===== src/common/sbc_pkg.sv =====
package sbc_pkg;
	// Frame layout, most significant bit first
	localparam int FRAME_BITS = 16;
	localparam int HDR_BITS   = 4;
	localparam int DATA_BITS  = 12;
	localparam int POS_ADDR   = 14;
	localparam int POS_FSEL   = 13;
	localparam int POS_RO     = 12;
	localparam int POS_NWP    = 6;
	localparam int POS_OM     = 3;
	// Register addresses
	localparam logic [1:0] ADDR_MODE = 2'h0;
	localparam logic [1:0] ADDR_IRQ  = 2'h1;
	localparam logic [1:0] ADDR_CFG  = 2'h2;
	localparam logic [1:0] ADDR_PHY  = 2'h3;
	localparam logic [11:0] REG_RESET = 12'h000;
	// Current operating mode, as reported by the system controller
	localparam logic [2:0] MODE_STARTUP = 3'h0;
	localparam logic [2:0] MODE_RESTART = 3'h1;
	localparam logic [2:0] MODE_NORMAL  = 3'h2;
	localparam logic [2:0] MODE_STANDBY = 3'h3;
	localparam logic [2:0] MODE_FLASH   = 3'h4;
	// Requested operating mode codes
	localparam logic [2:0] OM_NORMAL      = 3'h1;
	localparam logic [2:0] OM_STANDBY     = 3'h2;
	localparam logic [2:0] OM_INIT_FLASH  = 3'h3;
	localparam logic [2:0] OM_SLEEP       = 3'h4;
	localparam logic [2:0] OM_INIT_NORMAL = 3'h5;
	localparam logic [2:0] OM_LEAVE_FLASH = 3'h6;
	localparam logic [2:0] OM_FLASH       = 3'h7;
	// Interrupt flags
	localparam int          IRQ_SPI_BIT      = 0;
	localparam logic [11:0] LIMITED_SRC_MASK = 12'h0ff0;
	// Reset source codes
	localparam logic [3:0] RSRC_NONE        = 4'h0;
	localparam logic [3:0] RSRC_IRQ_TIMEOUT = 4'h1;
	localparam logic [3:0] RSRC_SPI_CLOCK   = 4'h2;
	localparam logic [3:0] RSRC_BAD_MODE    = 4'h3;
	localparam logic [3:0] RSRC_BAD_CODE    = 4'h4;
	localparam logic [3:0] RSRC_FLASH_ENTRY = 4'h5;
	// Times and derived cycle counts
	localparam int CLK_PERIOD_NS          = 50;
	localparam int IRQ_RELEASE_TIME_NS    = 2000;
	localparam int IRQ_RELEASE_CYCLES     = (IRQ_RELEASE_TIME_NS + CLK_PERIOD_NS - 1) / CLK_PERIOD_NS;
	localparam int IRQ_READOUT_TIMEOUT_US = 1000;
	localparam int IRQ_READOUT_CYCLES     = IRQ_READOUT_TIMEOUT_US * 1000 / CLK_PERIOD_NS;
	localparam int RESET_PULSE_TIME_NS    = 1000;
	localparam int RESET_PULSE_CYCLES     = (RESET_PULSE_TIME_NS + CLK_PERIOD_NS - 1) / CLK_PERIOD_NS;

	// Watchdog period codes that are defined
	function automatic logic nwp_legal(input logic [5:0] c);
		case (c)
			6'h09, 6'h0c, 6'h12, 6'h14, 6'h1b, 6'h24, 6'h2d, 6'h33, 6'h35, 6'h36: return 1'b1;
			default: return 1'b0;
		endcase
	endfunction

	// Mode changes permitted from the current mode
	function automatic logic mode_allowed(input logic [2:0] cur, input logic [2:0] om,
			input logic armed);
		case (cur)
			MODE_STARTUP, MODE_RESTART: return (om == OM_INIT_NORMAL) || (om == OM_INIT_FLASH && armed);
			MODE_NORMAL: return (om == OM_NORMAL) || (om == OM_STANDBY) || (om == OM_SLEEP)
					|| (om == OM_FLASH);
			MODE_STANDBY: return (om == OM_NORMAL) || (om == OM_STANDBY) || (om == OM_SLEEP);
			MODE_FLASH: return (om == OM_FLASH) || (om == OM_LEAVE_FLASH);
			default: return 1'b0;
		endcase
	endfunction
endpackage


===== src/common/sbc_frame_if.sv =====
interface sbc_frame_if;
	logic [3:0]  hdr;
	logic        hdr_stb;
	logic [11:0] rd_word;
	logic        done;
	logic        len_ok;
	logic [15:0] rx_word;
	modport shifter (output hdr, hdr_stb, done, len_ok, rx_word, input rd_word);
	modport core (input hdr, hdr_stb, done, len_ok, rx_word, output rd_word);
endinterface


===== src/verilog/sbc_spi_shifter.sv =====
module sbc_spi_shifter
	import sbc_pkg::*;
(
	input  wire logic    clk,
	input  wire logic    rst_n,
	input  wire logic    sck_pin,
	input  wire logic    cs_n_pin,
	input  wire logic    sdi_pin,
	output logic         serial_out,
	output logic         sdo_oe,
	sbc_frame_if.shifter fr
);
	typedef struct packed {
		logic [2:0]  sck;
		logic [2:0]  cs;
		logic [1:0]  serial_in;
		logic        active;
		logic [4:0]  falls;
		logic [4:0]  rises;
		logic [15:0] rx;
		logic        serial_out;
		logic        sdo_oe;
		logic        hdr_stb;
		logic        done;
		logic        len_ok;
	} sbc_shift_t;

	sbc_shift_t q;
	sbc_shift_t d;
	logic       fall_e;
	logic       rise_e;
	logic       cs_fall;
	logic       cs_rise;

	// Edges seen after two synchroniser stages
	assign fall_e  = q.sck[2] & ~q.sck[1];
	assign rise_e  = ~q.sck[2] & q.sck[1];
	assign cs_fall = q.cs[2] & ~q.cs[1];
	assign cs_rise = ~q.cs[2] & q.cs[1];

	// Next state of the shift engine
	always_comb begin
		d = q;
		d.sck = {q.sck[1:0], sck_pin};
		d.cs = {q.cs[1:0], cs_n_pin};
		d.serial_in = {q.serial_in[0], sdi_pin};
		d.hdr_stb = '0;
		d.done = '0;
		if (cs_fall) begin
			d.active = '1;
			d.falls = 5'h00;
			d.rises = 5'h00;
			d.serial_out = '0;
			d.sdo_oe = '1;
		end else if (cs_rise) begin
			d.active = '0;
			d.sdo_oe = '0;
			d.done = q.active;
			d.len_ok = (q.falls == 5'(FRAME_BITS));
		end else if (q.active && fall_e) begin
			d.rx = {q.rx[14:0], q.serial_in[1]};
			d.falls = (q.falls == 5'h1f) ? q.falls : q.falls + 5'h01;
			d.hdr_stb = (d.falls == 5'(HDR_BITS));
		end else if (q.active && rise_e) begin
			d.rises = (q.rises == 5'h1f) ? q.rises : q.rises + 5'h01;
			if (d.rises > 5'(HDR_BITS) && d.rises <= 5'(FRAME_BITS)) begin
				d.serial_out = fr.rd_word[4'(5'(FRAME_BITS) - d.rises)];
			end else begin
				d.serial_out = '0;
			end
		end
	end

	// State register
	always_ff @(posedge clk) begin
		if (!rst_n) begin
			q <= '0;
			q.cs <= 3'h7;
		end else begin
			q <= d;
		end
	end

	assign serial_out        = q.serial_out;
	assign sdo_oe     = q.sdo_oe;
	assign fr.hdr     = q.rx[3:0];
	assign fr.hdr_stb = q.hdr_stb;
	assign fr.done    = q.done;
	assign fr.len_ok  = q.len_ok;
	assign fr.rx_word = q.rx;
endmodule


===== src/verilog/sbc_spi_port.sv =====
// How it works
// - Interrupt pin low while any flag set and no release window runs
// - Reading interrupt flags clears those latched at header time
// - Flags held clear during system reset
// - Pin released high after read, minimum time
// - Unread interrupt past timeout forces system reset
// - Limited sources once per watchdog period, Normal
// - Select active low, data out floats otherwise
// - Sample falling edge, shift rising edge
// - Only sixteen clocks accepted; else failure flag
// - Wrong count in start-up/restart resets system
// - Forbidden mode change resets system immediately
// - Undefined mode or period code resets, ignored
// - Full duplex: feedback shifts out meanwhile
// - Four header bits then twelve data bits
// - Header: address, feedback select, read-only
// - Read-only frame changes no register, but a flag read still clears the flags
// - Address 00: mode control, status/diagnosis
// - Address 01: enables or special mode
// - Address 10: configuration or general purpose 0
// - Address 11: phy control or general purpose 1
// - Mode write serves watchdog and selects mode
// - Bit 12 set suppresses mode control write
// - Flash entry sequence resets and arms flash
module sbc_spi_port
	import sbc_pkg::*;
#(
	parameter int          IRQ_TIMEOUT_CYC = IRQ_READOUT_CYCLES,
	parameter logic [11:0] LIMITED_MASK    = LIMITED_SRC_MASK
) (
	input  wire logic        REF_CLK,
	input  wire logic        RESET_N,
	input  wire logic        SERIAL_CLK,
	input  wire logic        CHIP_SELECT_N,
	input  wire logic        SERIAL_IN,
	output logic             SERIAL_OUT,
	output logic             SERIAL_OUT_OE,
	output logic             IRQ_OUT_N,
	output logic             IRQ_OUT_N_OE,
	output logic             SYSTEM_RESET_OUT_N,
	output logic [3:0]       RESET_SOURCE_CODE,
	input  wire logic [2:0]  OP_MODE,
	input  wire logic [11:0] STATUS_IN,
	input  wire logic [11:0] DIAGNOSIS_IN,
	input  wire logic [11:0] IRQ_EVENTS,
	input  wire logic        WD_PERIOD_TICK,
	output logic             MODE_WRITE,
	output logic [11:0]      MODE_CONTROL,
	output logic [11:0]      IRQ_ENABLE,
	output logic [11:0]      SPECIAL_MODE,
	output logic [11:0]      SYSTEM_CONFIG,
	output logic [11:0]      GENERAL_PURPOSE_0,
	output logic [11:0]      GENERAL_PURPOSE_1,
	output logic [11:0]      PHY_CONTROL
);
	localparam int TO_W  = $clog2(IRQ_TIMEOUT_CYC + 1);
	localparam int REL_W = $clog2(IRQ_RELEASE_CYCLES + 1);
	localparam int RST_W = $clog2(RESET_PULSE_CYCLES + 1);

	typedef struct packed {
		logic [11:0]      flags;
		logic [11:0]      irq_en;
		logic [11:0]      special;
		logic [11:0]      cfg;
		logic [11:0]      gp0;
		logic [11:0]      gp1;
		logic [11:0]      phy;
		logic [11:0]      mode_data;
		logic             mode_wr;
		logic [11:0]      rdata;
		logic [11:0]      fired;
		logic [REL_W-1:0] rel_cnt;
		logic [TO_W-1:0]  to_cnt;
		logic [RST_W-1:0] rst_cnt;
		logic             rst_n;
		logic [3:0]       rst_src;
		logic [1:0]       seq;
		logic             armed;
		logic             irq_n;
		logic             irq_oe;
	} sbc_port_t;

	sbc_port_t   q;
	sbc_port_t   d;
	sbc_frame_if fr ();

	logic [1:0]  f_addr;
	logic        f_fsel;
	logic        f_ro;
	logic [2:0]  f_om;
	logic [5:0]  f_nwp;
	logic        irq_mode;
	logic        hw_mode;
	logic        boot_mode;
	logic        good_frame;
	logic        flag_read;
	logic        code_bad;
	logic        move_bad;
	logic [11:0] ev;
	logic [11:0] clr;
	logic        rst_req;
	logic [3:0]  rst_src;

	// Serial shift engine with pin synchronisers
	sbc_spi_shifter u_shift (
		.clk      (REF_CLK),
		.rst_n    (RESET_N),
		.sck_pin  (SERIAL_CLK),
		.cs_n_pin (CHIP_SELECT_N),
		.sdi_pin  (SERIAL_IN),
		.serial_out      (SERIAL_OUT),
		.sdo_oe   (SERIAL_OUT_OE),
		.fr       (fr.shifter)
	);

	// Header and data fields of the finished frame
	assign f_addr     = fr.rx_word[POS_ADDR +: 2];
	assign f_fsel     = fr.rx_word[POS_FSEL];
	assign f_ro       = fr.rx_word[POS_RO];
	assign f_om       = fr.rx_word[POS_OM +: 3];
	assign f_nwp      = fr.rx_word[POS_NWP +: 6];
	assign irq_mode   = (OP_MODE == MODE_NORMAL) || (OP_MODE == MODE_STANDBY)
			|| (OP_MODE == MODE_FLASH);
	assign hw_mode    = (OP_MODE == MODE_NORMAL) || (OP_MODE == MODE_STANDBY);
	assign boot_mode  = (OP_MODE == MODE_STARTUP) || (OP_MODE == MODE_RESTART);
	assign good_frame = fr.done && fr.len_ok && q.rst_n;
	assign flag_read  = good_frame && f_addr == ADDR_IRQ && f_fsel && irq_mode;
	assign code_bad   = !nwp_legal(f_nwp) || f_om == 3'h0;
	assign move_bad   = !mode_allowed(OP_MODE, f_om, q.armed);

	// Feedback word chosen once the header is in
	assign fr.rd_word = q.rdata;

	// Next state of registers, interrupt and reset control
	always_comb begin
		d = q;
		d.mode_wr = '0;
		clr = '0;
		rst_req = '0;
		rst_src = RSRC_NONE;
		ev = IRQ_EVENTS & q.irq_en;
		if (OP_MODE == MODE_NORMAL) begin
			ev = ev & ~(LIMITED_MASK & q.fired);
		end
		d.fired = (WD_PERIOD_TICK ? 12'h000 : q.fired) | (ev & LIMITED_MASK);
		// Feedback select at header time
		if (fr.hdr_stb) begin
			if (fr.hdr[3:2] == ADDR_MODE) begin
				d.rdata = fr.hdr[1] ? DIAGNOSIS_IN : STATUS_IN;
			end else if (fr.hdr[3:2] == ADDR_IRQ) begin
				if (!fr.hdr[1]) begin
					d.rdata = q.irq_en;
				end else if (irq_mode) begin
					d.rdata = q.flags;
				end else begin
					d.rdata = q.special;
				end
			end else if (fr.hdr[3:2] == ADDR_CFG) begin
				d.rdata = fr.hdr[1] ? q.gp0 : q.cfg;
			end else begin
				d.rdata = fr.hdr[1] ? q.gp1 : q.phy;
			end
		end
		// Frame end: length check, writes and mode checks
		if (fr.done && q.rst_n) begin
			if (!fr.len_ok) begin
				if (boot_mode) begin
					rst_req = '1;
					rst_src = RSRC_SPI_CLOCK;
				end else if (q.irq_en[IRQ_SPI_BIT]) begin
					ev[IRQ_SPI_BIT] = '1;
				end
			end else if (!f_ro) begin
				case (f_addr)
					ADDR_MODE: begin
						if (code_bad) begin
							rst_req = '1;
							rst_src = RSRC_BAD_CODE;
						end else if (move_bad) begin
							rst_req = '1;
							rst_src = RSRC_BAD_MODE;
						end else begin
							d.mode_data = fr.rx_word[11:0];
							d.mode_wr = '1;
							d.armed = '0;
							if (OP_MODE != MODE_NORMAL) begin
								d.seq = 2'h0;
							end else if (f_om == (q.seq[0] ? OM_FLASH : OM_NORMAL)) begin
								d.seq = q.seq + 2'h1;
								if (q.seq == 2'h3) begin
									rst_req = '1;
									rst_src = RSRC_FLASH_ENTRY;
									d.armed = '1;
								end
							end else begin
								d.seq = (f_om == OM_NORMAL) ? 2'h1 : 2'h0;
							end
						end
					end
					ADDR_IRQ: begin
						if (irq_mode) begin
							d.irq_en = fr.rx_word[11:0];
						end else begin
							d.special = fr.rx_word[11:0];
						end
					end
					ADDR_CFG: begin
						if (hw_mode) begin
							d.cfg = fr.rx_word[11:0];
						end else begin
							d.gp0 = fr.rx_word[11:0];
						end
					end
					default: begin
						if (hw_mode) begin
							d.phy = fr.rx_word[11:0];
						end else begin
							d.gp1 = fr.rx_word[11:0];
						end
					end
				endcase
			end
			if (flag_read) begin
				clr = q.rdata;
			end
		end
		// New events win over the read clear
		d.flags = (q.flags & ~clr) | ev;
		// Release window after a read
		if (flag_read) begin
			d.rel_cnt = REL_W'(IRQ_RELEASE_CYCLES);
		end else if (q.rel_cnt != '0) begin
			d.rel_cnt = q.rel_cnt - REL_W'(1);
		end
		// Read-out supervision
		if (q.flags == '0 || flag_read) begin
			d.to_cnt = '0;
		end else if (q.to_cnt == TO_W'(IRQ_TIMEOUT_CYC - 1)) begin
			d.to_cnt = '0;
			rst_req = '1;
			rst_src = RSRC_IRQ_TIMEOUT;
		end else begin
			d.to_cnt = q.to_cnt + TO_W'(1);
		end
		// System reset pulse
		if (rst_req) begin
			d.rst_cnt = RST_W'(RESET_PULSE_CYCLES);
			d.rst_src = rst_src;
		end else if (q.rst_cnt != '0) begin
			d.rst_cnt = q.rst_cnt - RST_W'(1);
		end
		d.rst_n = (d.rst_cnt == '0);
		if (!q.rst_n) begin
			d.flags = '0;
			d.to_cnt = '0;
		end
		// Open-drain interrupt pin
		d.irq_oe = (d.flags != '0) && (d.rel_cnt == '0);
		d.irq_n = !d.irq_oe;
	end

	// State register
	always_ff @(posedge REF_CLK) begin
		if (!RESET_N) begin
			q <= '0;
			q.rst_n <= '1;
			q.irq_n <= '1;
			q.irq_en <= REG_RESET;
		end else begin
			q <= d;
		end
	end

	assign IRQ_OUT_N          = q.irq_n;
	assign IRQ_OUT_N_OE       = q.irq_oe;
	assign SYSTEM_RESET_OUT_N = q.rst_n;
	assign RESET_SOURCE_CODE  = q.rst_src;
	assign MODE_WRITE         = q.mode_wr;
	assign MODE_CONTROL       = q.mode_data;
	assign IRQ_ENABLE         = q.irq_en;
	assign SPECIAL_MODE       = q.special;
	assign SYSTEM_CONFIG      = q.cfg;
	assign GENERAL_PURPOSE_0  = q.gp0;
	assign GENERAL_PURPOSE_1  = q.gp1;
	assign PHY_CONTROL        = q.phy;
endmodule


===== config.mk =====
export PLATFORM = sky130hd
export DESIGN_NAME = sbc_spi_port
export DESIGN_NICKNAME = d
export VERILOG_FILES = /design/src/common/sbc_pkg.sv /design/src/common/sbc_frame_if.sv /design/src/verilog/sbc_spi_shifter.sv /design/src/verilog/sbc_spi_port.sv
export SDC_FILE = /design/constraint.sdc
export NUM_CORES = 1
export LEC_CHECK = 0
export BUFFER_PORTS_ARGS = -buffer_cell sky130_fd_sc_hd__clkbuf_2
export CORE_MARGIN = 4
export CORE_UTILIZATION = 55
export DETAILED_ROUTE_END_ITERATION = 10
export GPL_ROUTABILITY_DRIVEN = 0
export HOLD_SLACK_MARGIN = 0.03
export PLACE_DENSITY = 0.78
export SLEW_MARGIN = 10
export SYNTH_ARGS = -nofsm -noshare
export SYNTH_HDL_FRONTEND = slang
export SYNTH_SLANG_ARGS = --single-unit

===== constraint.sdc =====
create_clock -name REF_CLK -period 3.5 [get_ports REF_CLK]
set_clock_uncertainty 0.05 [all_clocks]
set_input_delay 1.05 -clock REF_CLK [delete_from_list [all_inputs] [get_ports REF_CLK]]
set_output_delay 1.05 -clock REF_CLK [all_outputs]
set_load 0.01 [all_outputs]

==> run summary <==
Input/output buffers -> 137
Number of synthesized flops with an enable pin -> 0
Total Routing Usage GR -> 24.0%
Peak VDD IR -> 349 µV
Ports -> 139
Most common cell after layout, fill and taps aside -> dfxtp_1
Status -> complete, no violations
Final hold violation count -> 0
Initial DRC count -> 603
Fillers -> 1423
Pin count of the biggest net entering global routing -> 118
Cell with the largest stage delay on the worst path -> dfxtp_1
CTS clk-pin slew, worst paths -> 70 ps
Max Freq -> 361 MHz
DP Worst Slack -> 463 ps
Worst-Skew Late Latency -> 440 ps
Final WS setup -> 730 ps
Relative slew margins -> 45.1%
Layout cell share with drive strength beyond 1 -> 21.9%
CP bufs+invs -> 1
Sequence of cells on the critical path -> ha_1 -> nand4_2 -> xor2_1 -> inv_1 -> ha_1 -> mux4_2 -> a2111oi_0 -> nor3_1
CTS Buf Count -> 17
Die footprint -> 0.0194 mm²
Post-CTS sizing -> 0
Main synth FF type -> dfxtp_1
Main area contributors after synthesis -> dfxtp_1, mux2i_1, buf_4
Vias/cell -> 5.83
Avg Synthesized Cell Area -> 9.21 µm²
Total Power -> 4.65 mW
Pleak -> 4.36 nW
Final Util -> 61.2%
YS warnings -> 0
Post-synth top area share -> 40.3%
Placed wire-length estimate -> 16.4 mm
Vias in the first global route -> 7111
Gr ovfl total -> 0
Die Y -> 139 µm
# diodes -> 0
Setup Total Neg Slack -> 0 ps
CTS Hold Bufs -> 0
Initial Util -> 56.6%
Die W -> 139 µm
Core Footprint -> 0.0168 mm²
FP Rows -> 47
Pwr/cell area -> 453 mW/mm²
Worst slew pin tran -> 822 ps
DRC violations left -> 0
Distinct cells, synth -> 69
Number of clock sinks -> 191
WL per Instance -> 18.1 µm
Worst setup SP type -> flip-flop
TritonRoute pass-1 iters -> 7
Htree depth -> 4
Crit. End Element -> flip-flop
Initial antenna violation count -> 0
Register area share after synthesis -> 40.3%
Largest stage delay, worst path -> 520 ps
Post-CTS Setup Inserts -> 0
Cell count after synthesis -> 1030
Max-cap violations -> 0
Final wirelength -> 23.3 mm
Antenna viol nets, final -> 0
Unrepaired setup endpoints after global routing -> no
Final worst path period share -> 79.2%
Delay-heaviest family, CP -> adder cells
Syn Nets -> 1087
Max clock buf depth -> 2
Worst hold path class -> reg -> reg
Layout Nets -> 1113
Final slew viol count -> 0
Async SR Flop Fraction -> 0%
Commonest cells after routing, fill and taps aside -> dfxtp_1, nor2_1, clkbuf_2
Crit-path most repeated cell -> ha_1
Worst-path fanout max -> 11
Area Growth Syn to Fin -> 8.19%
Post-Syn Area -> 0.00949 mm²
WP data arrival -> 3030 ps
Req. time, crit path -> 3760 ps
First-pass GRT wire length -> 37.8 mm
CTS root buffer -> clkbuf_16
Final Setup Violations -> 0
Flip-flop and latch count after synthesis -> 191
Vias -> 7513
CP Class -> reg -> reg
Worst hold slack -> 393 ps
Post-synth top area cell -> dfxtp_1
Tmin final -> 2770 ps
CTS tree -> built
cells in the mapped netlist, drive strengths merged (4+ instances only):
master / instances
nand3: 15
ha: 12
nand2: 78
o211ai: 4
clkbuf: 38
xor2: 15
a31oi: 4
nor2b: 7
mux2i: 101
nor4bb: 6
or3: 5
and2: 10
o21ai: 22
nor2: 155
buf: 115
mux4: 26
nor4: 5
a211oi: 4
nor3: 12
nand3b: 4
a21oi: 69
nand4: 10
o2111ai: 11
and3: 4
inv: 19
mux2: 13
xnor2: 15
dfxtp: 191
nand2b: 10
worst paths after layout:
check | start | to | slack [ps] | depth (start not counted)
setup / recovery | u_shift.q[22] | u_shift.serial_out | 730 | 8
hold / removal | u_shift.d[35] | u_shift.d[36] | 390 | 1
setup reg to reg | u_shift.q[22] | u_shift.serial_out | 730 | 8
hold reg to reg | u_shift.d[35] | u_shift.d[36] | 390 | 1
metrics by stage:
step	cell area (µm²)	cells
floorplan	9490	1030
global placement	9700	1257
detailed placement	9700	1257
CTS	10300	1289
global route	10300	1289
finish	10300	1289
registers in the layout (all words and copies together), names as in the netlist:
register	flops
u_shift.d	5
u_shift.q	13
u_shift.fr.rx_word	16
q	49
IRQ_OUT_N_OE	1
u_shift.serial_out	1
SYSTEM_RESET_OUT_N	1
PHY_CONTROL	12
SYSTEM_CONFIG	12
GENERAL_PURPOSE_1	12
fr.rd_word	12
u_shift.sdo_oe	1
SPECIAL_MODE	12
u_shift.fr.len_ok	1
u_shift.fr.hdr_stb	1
MODE_CONTROL	12
GENERAL_PURPOSE_0	12
MODE_WRITE	1
IRQ_OUT_N	1
IRQ_ENABLE	12
u_shift.fr.done	1
RESET_SOURCE_CODE	3
cells by family (layout without fill, tap and decap cells):
kind of cell,count (synthesis),after routing,synth area share (%)
buffers and inverters,172,211,10.7
other,1,1,0.0395
AOI/OAI and AO/OA,144,144,9.42
adders and majority gates,12,12,1.58
muxes,140,140,18.4
DFF,191,191,40.3
and+or+nand+nor,340,340,16.9
xor gates and xnor gates,30,30,2.77
layer usage:
layer	share of wire (%)	track usage, %	routed length (µm)	up-vias
met3	7.6	6.42	1760	56
li1	-	-	-	3561
met5	0	0	0	-
met4	2.7	9.17	627	0
met1	43	31.0	10000	3599
met2	47	38.4	10900	297
cell type report:
| class | instances | area, µm² | area share (%) |
|---|---|---|---|
| Clock buffer | 19 | 433 | 4.22 |
| Multi-Input combinational cell | 667 | 4660 | 45.4 |
| Sequential cell | 191 | 3820 | 37.3 |
| Clock inverter | 13 | 131 | 1.28 |
| Timing Repair Buffer | 160 | 871 | 8.48 |
| Inverter | 19 | 72.6 | 0.707 |
| Tap cell | 220 | 275 | 2.68 |
power by group:
group	internal, mW	leakage [nW]	switching [mW]
Clock	0.996	0.264	0.886
Combinational	0.210	2.55	0.273
Sequential	2.23	1.54	0.0563
Total	3.44	4.36	1.21
(Power assumes the default switching activity.)
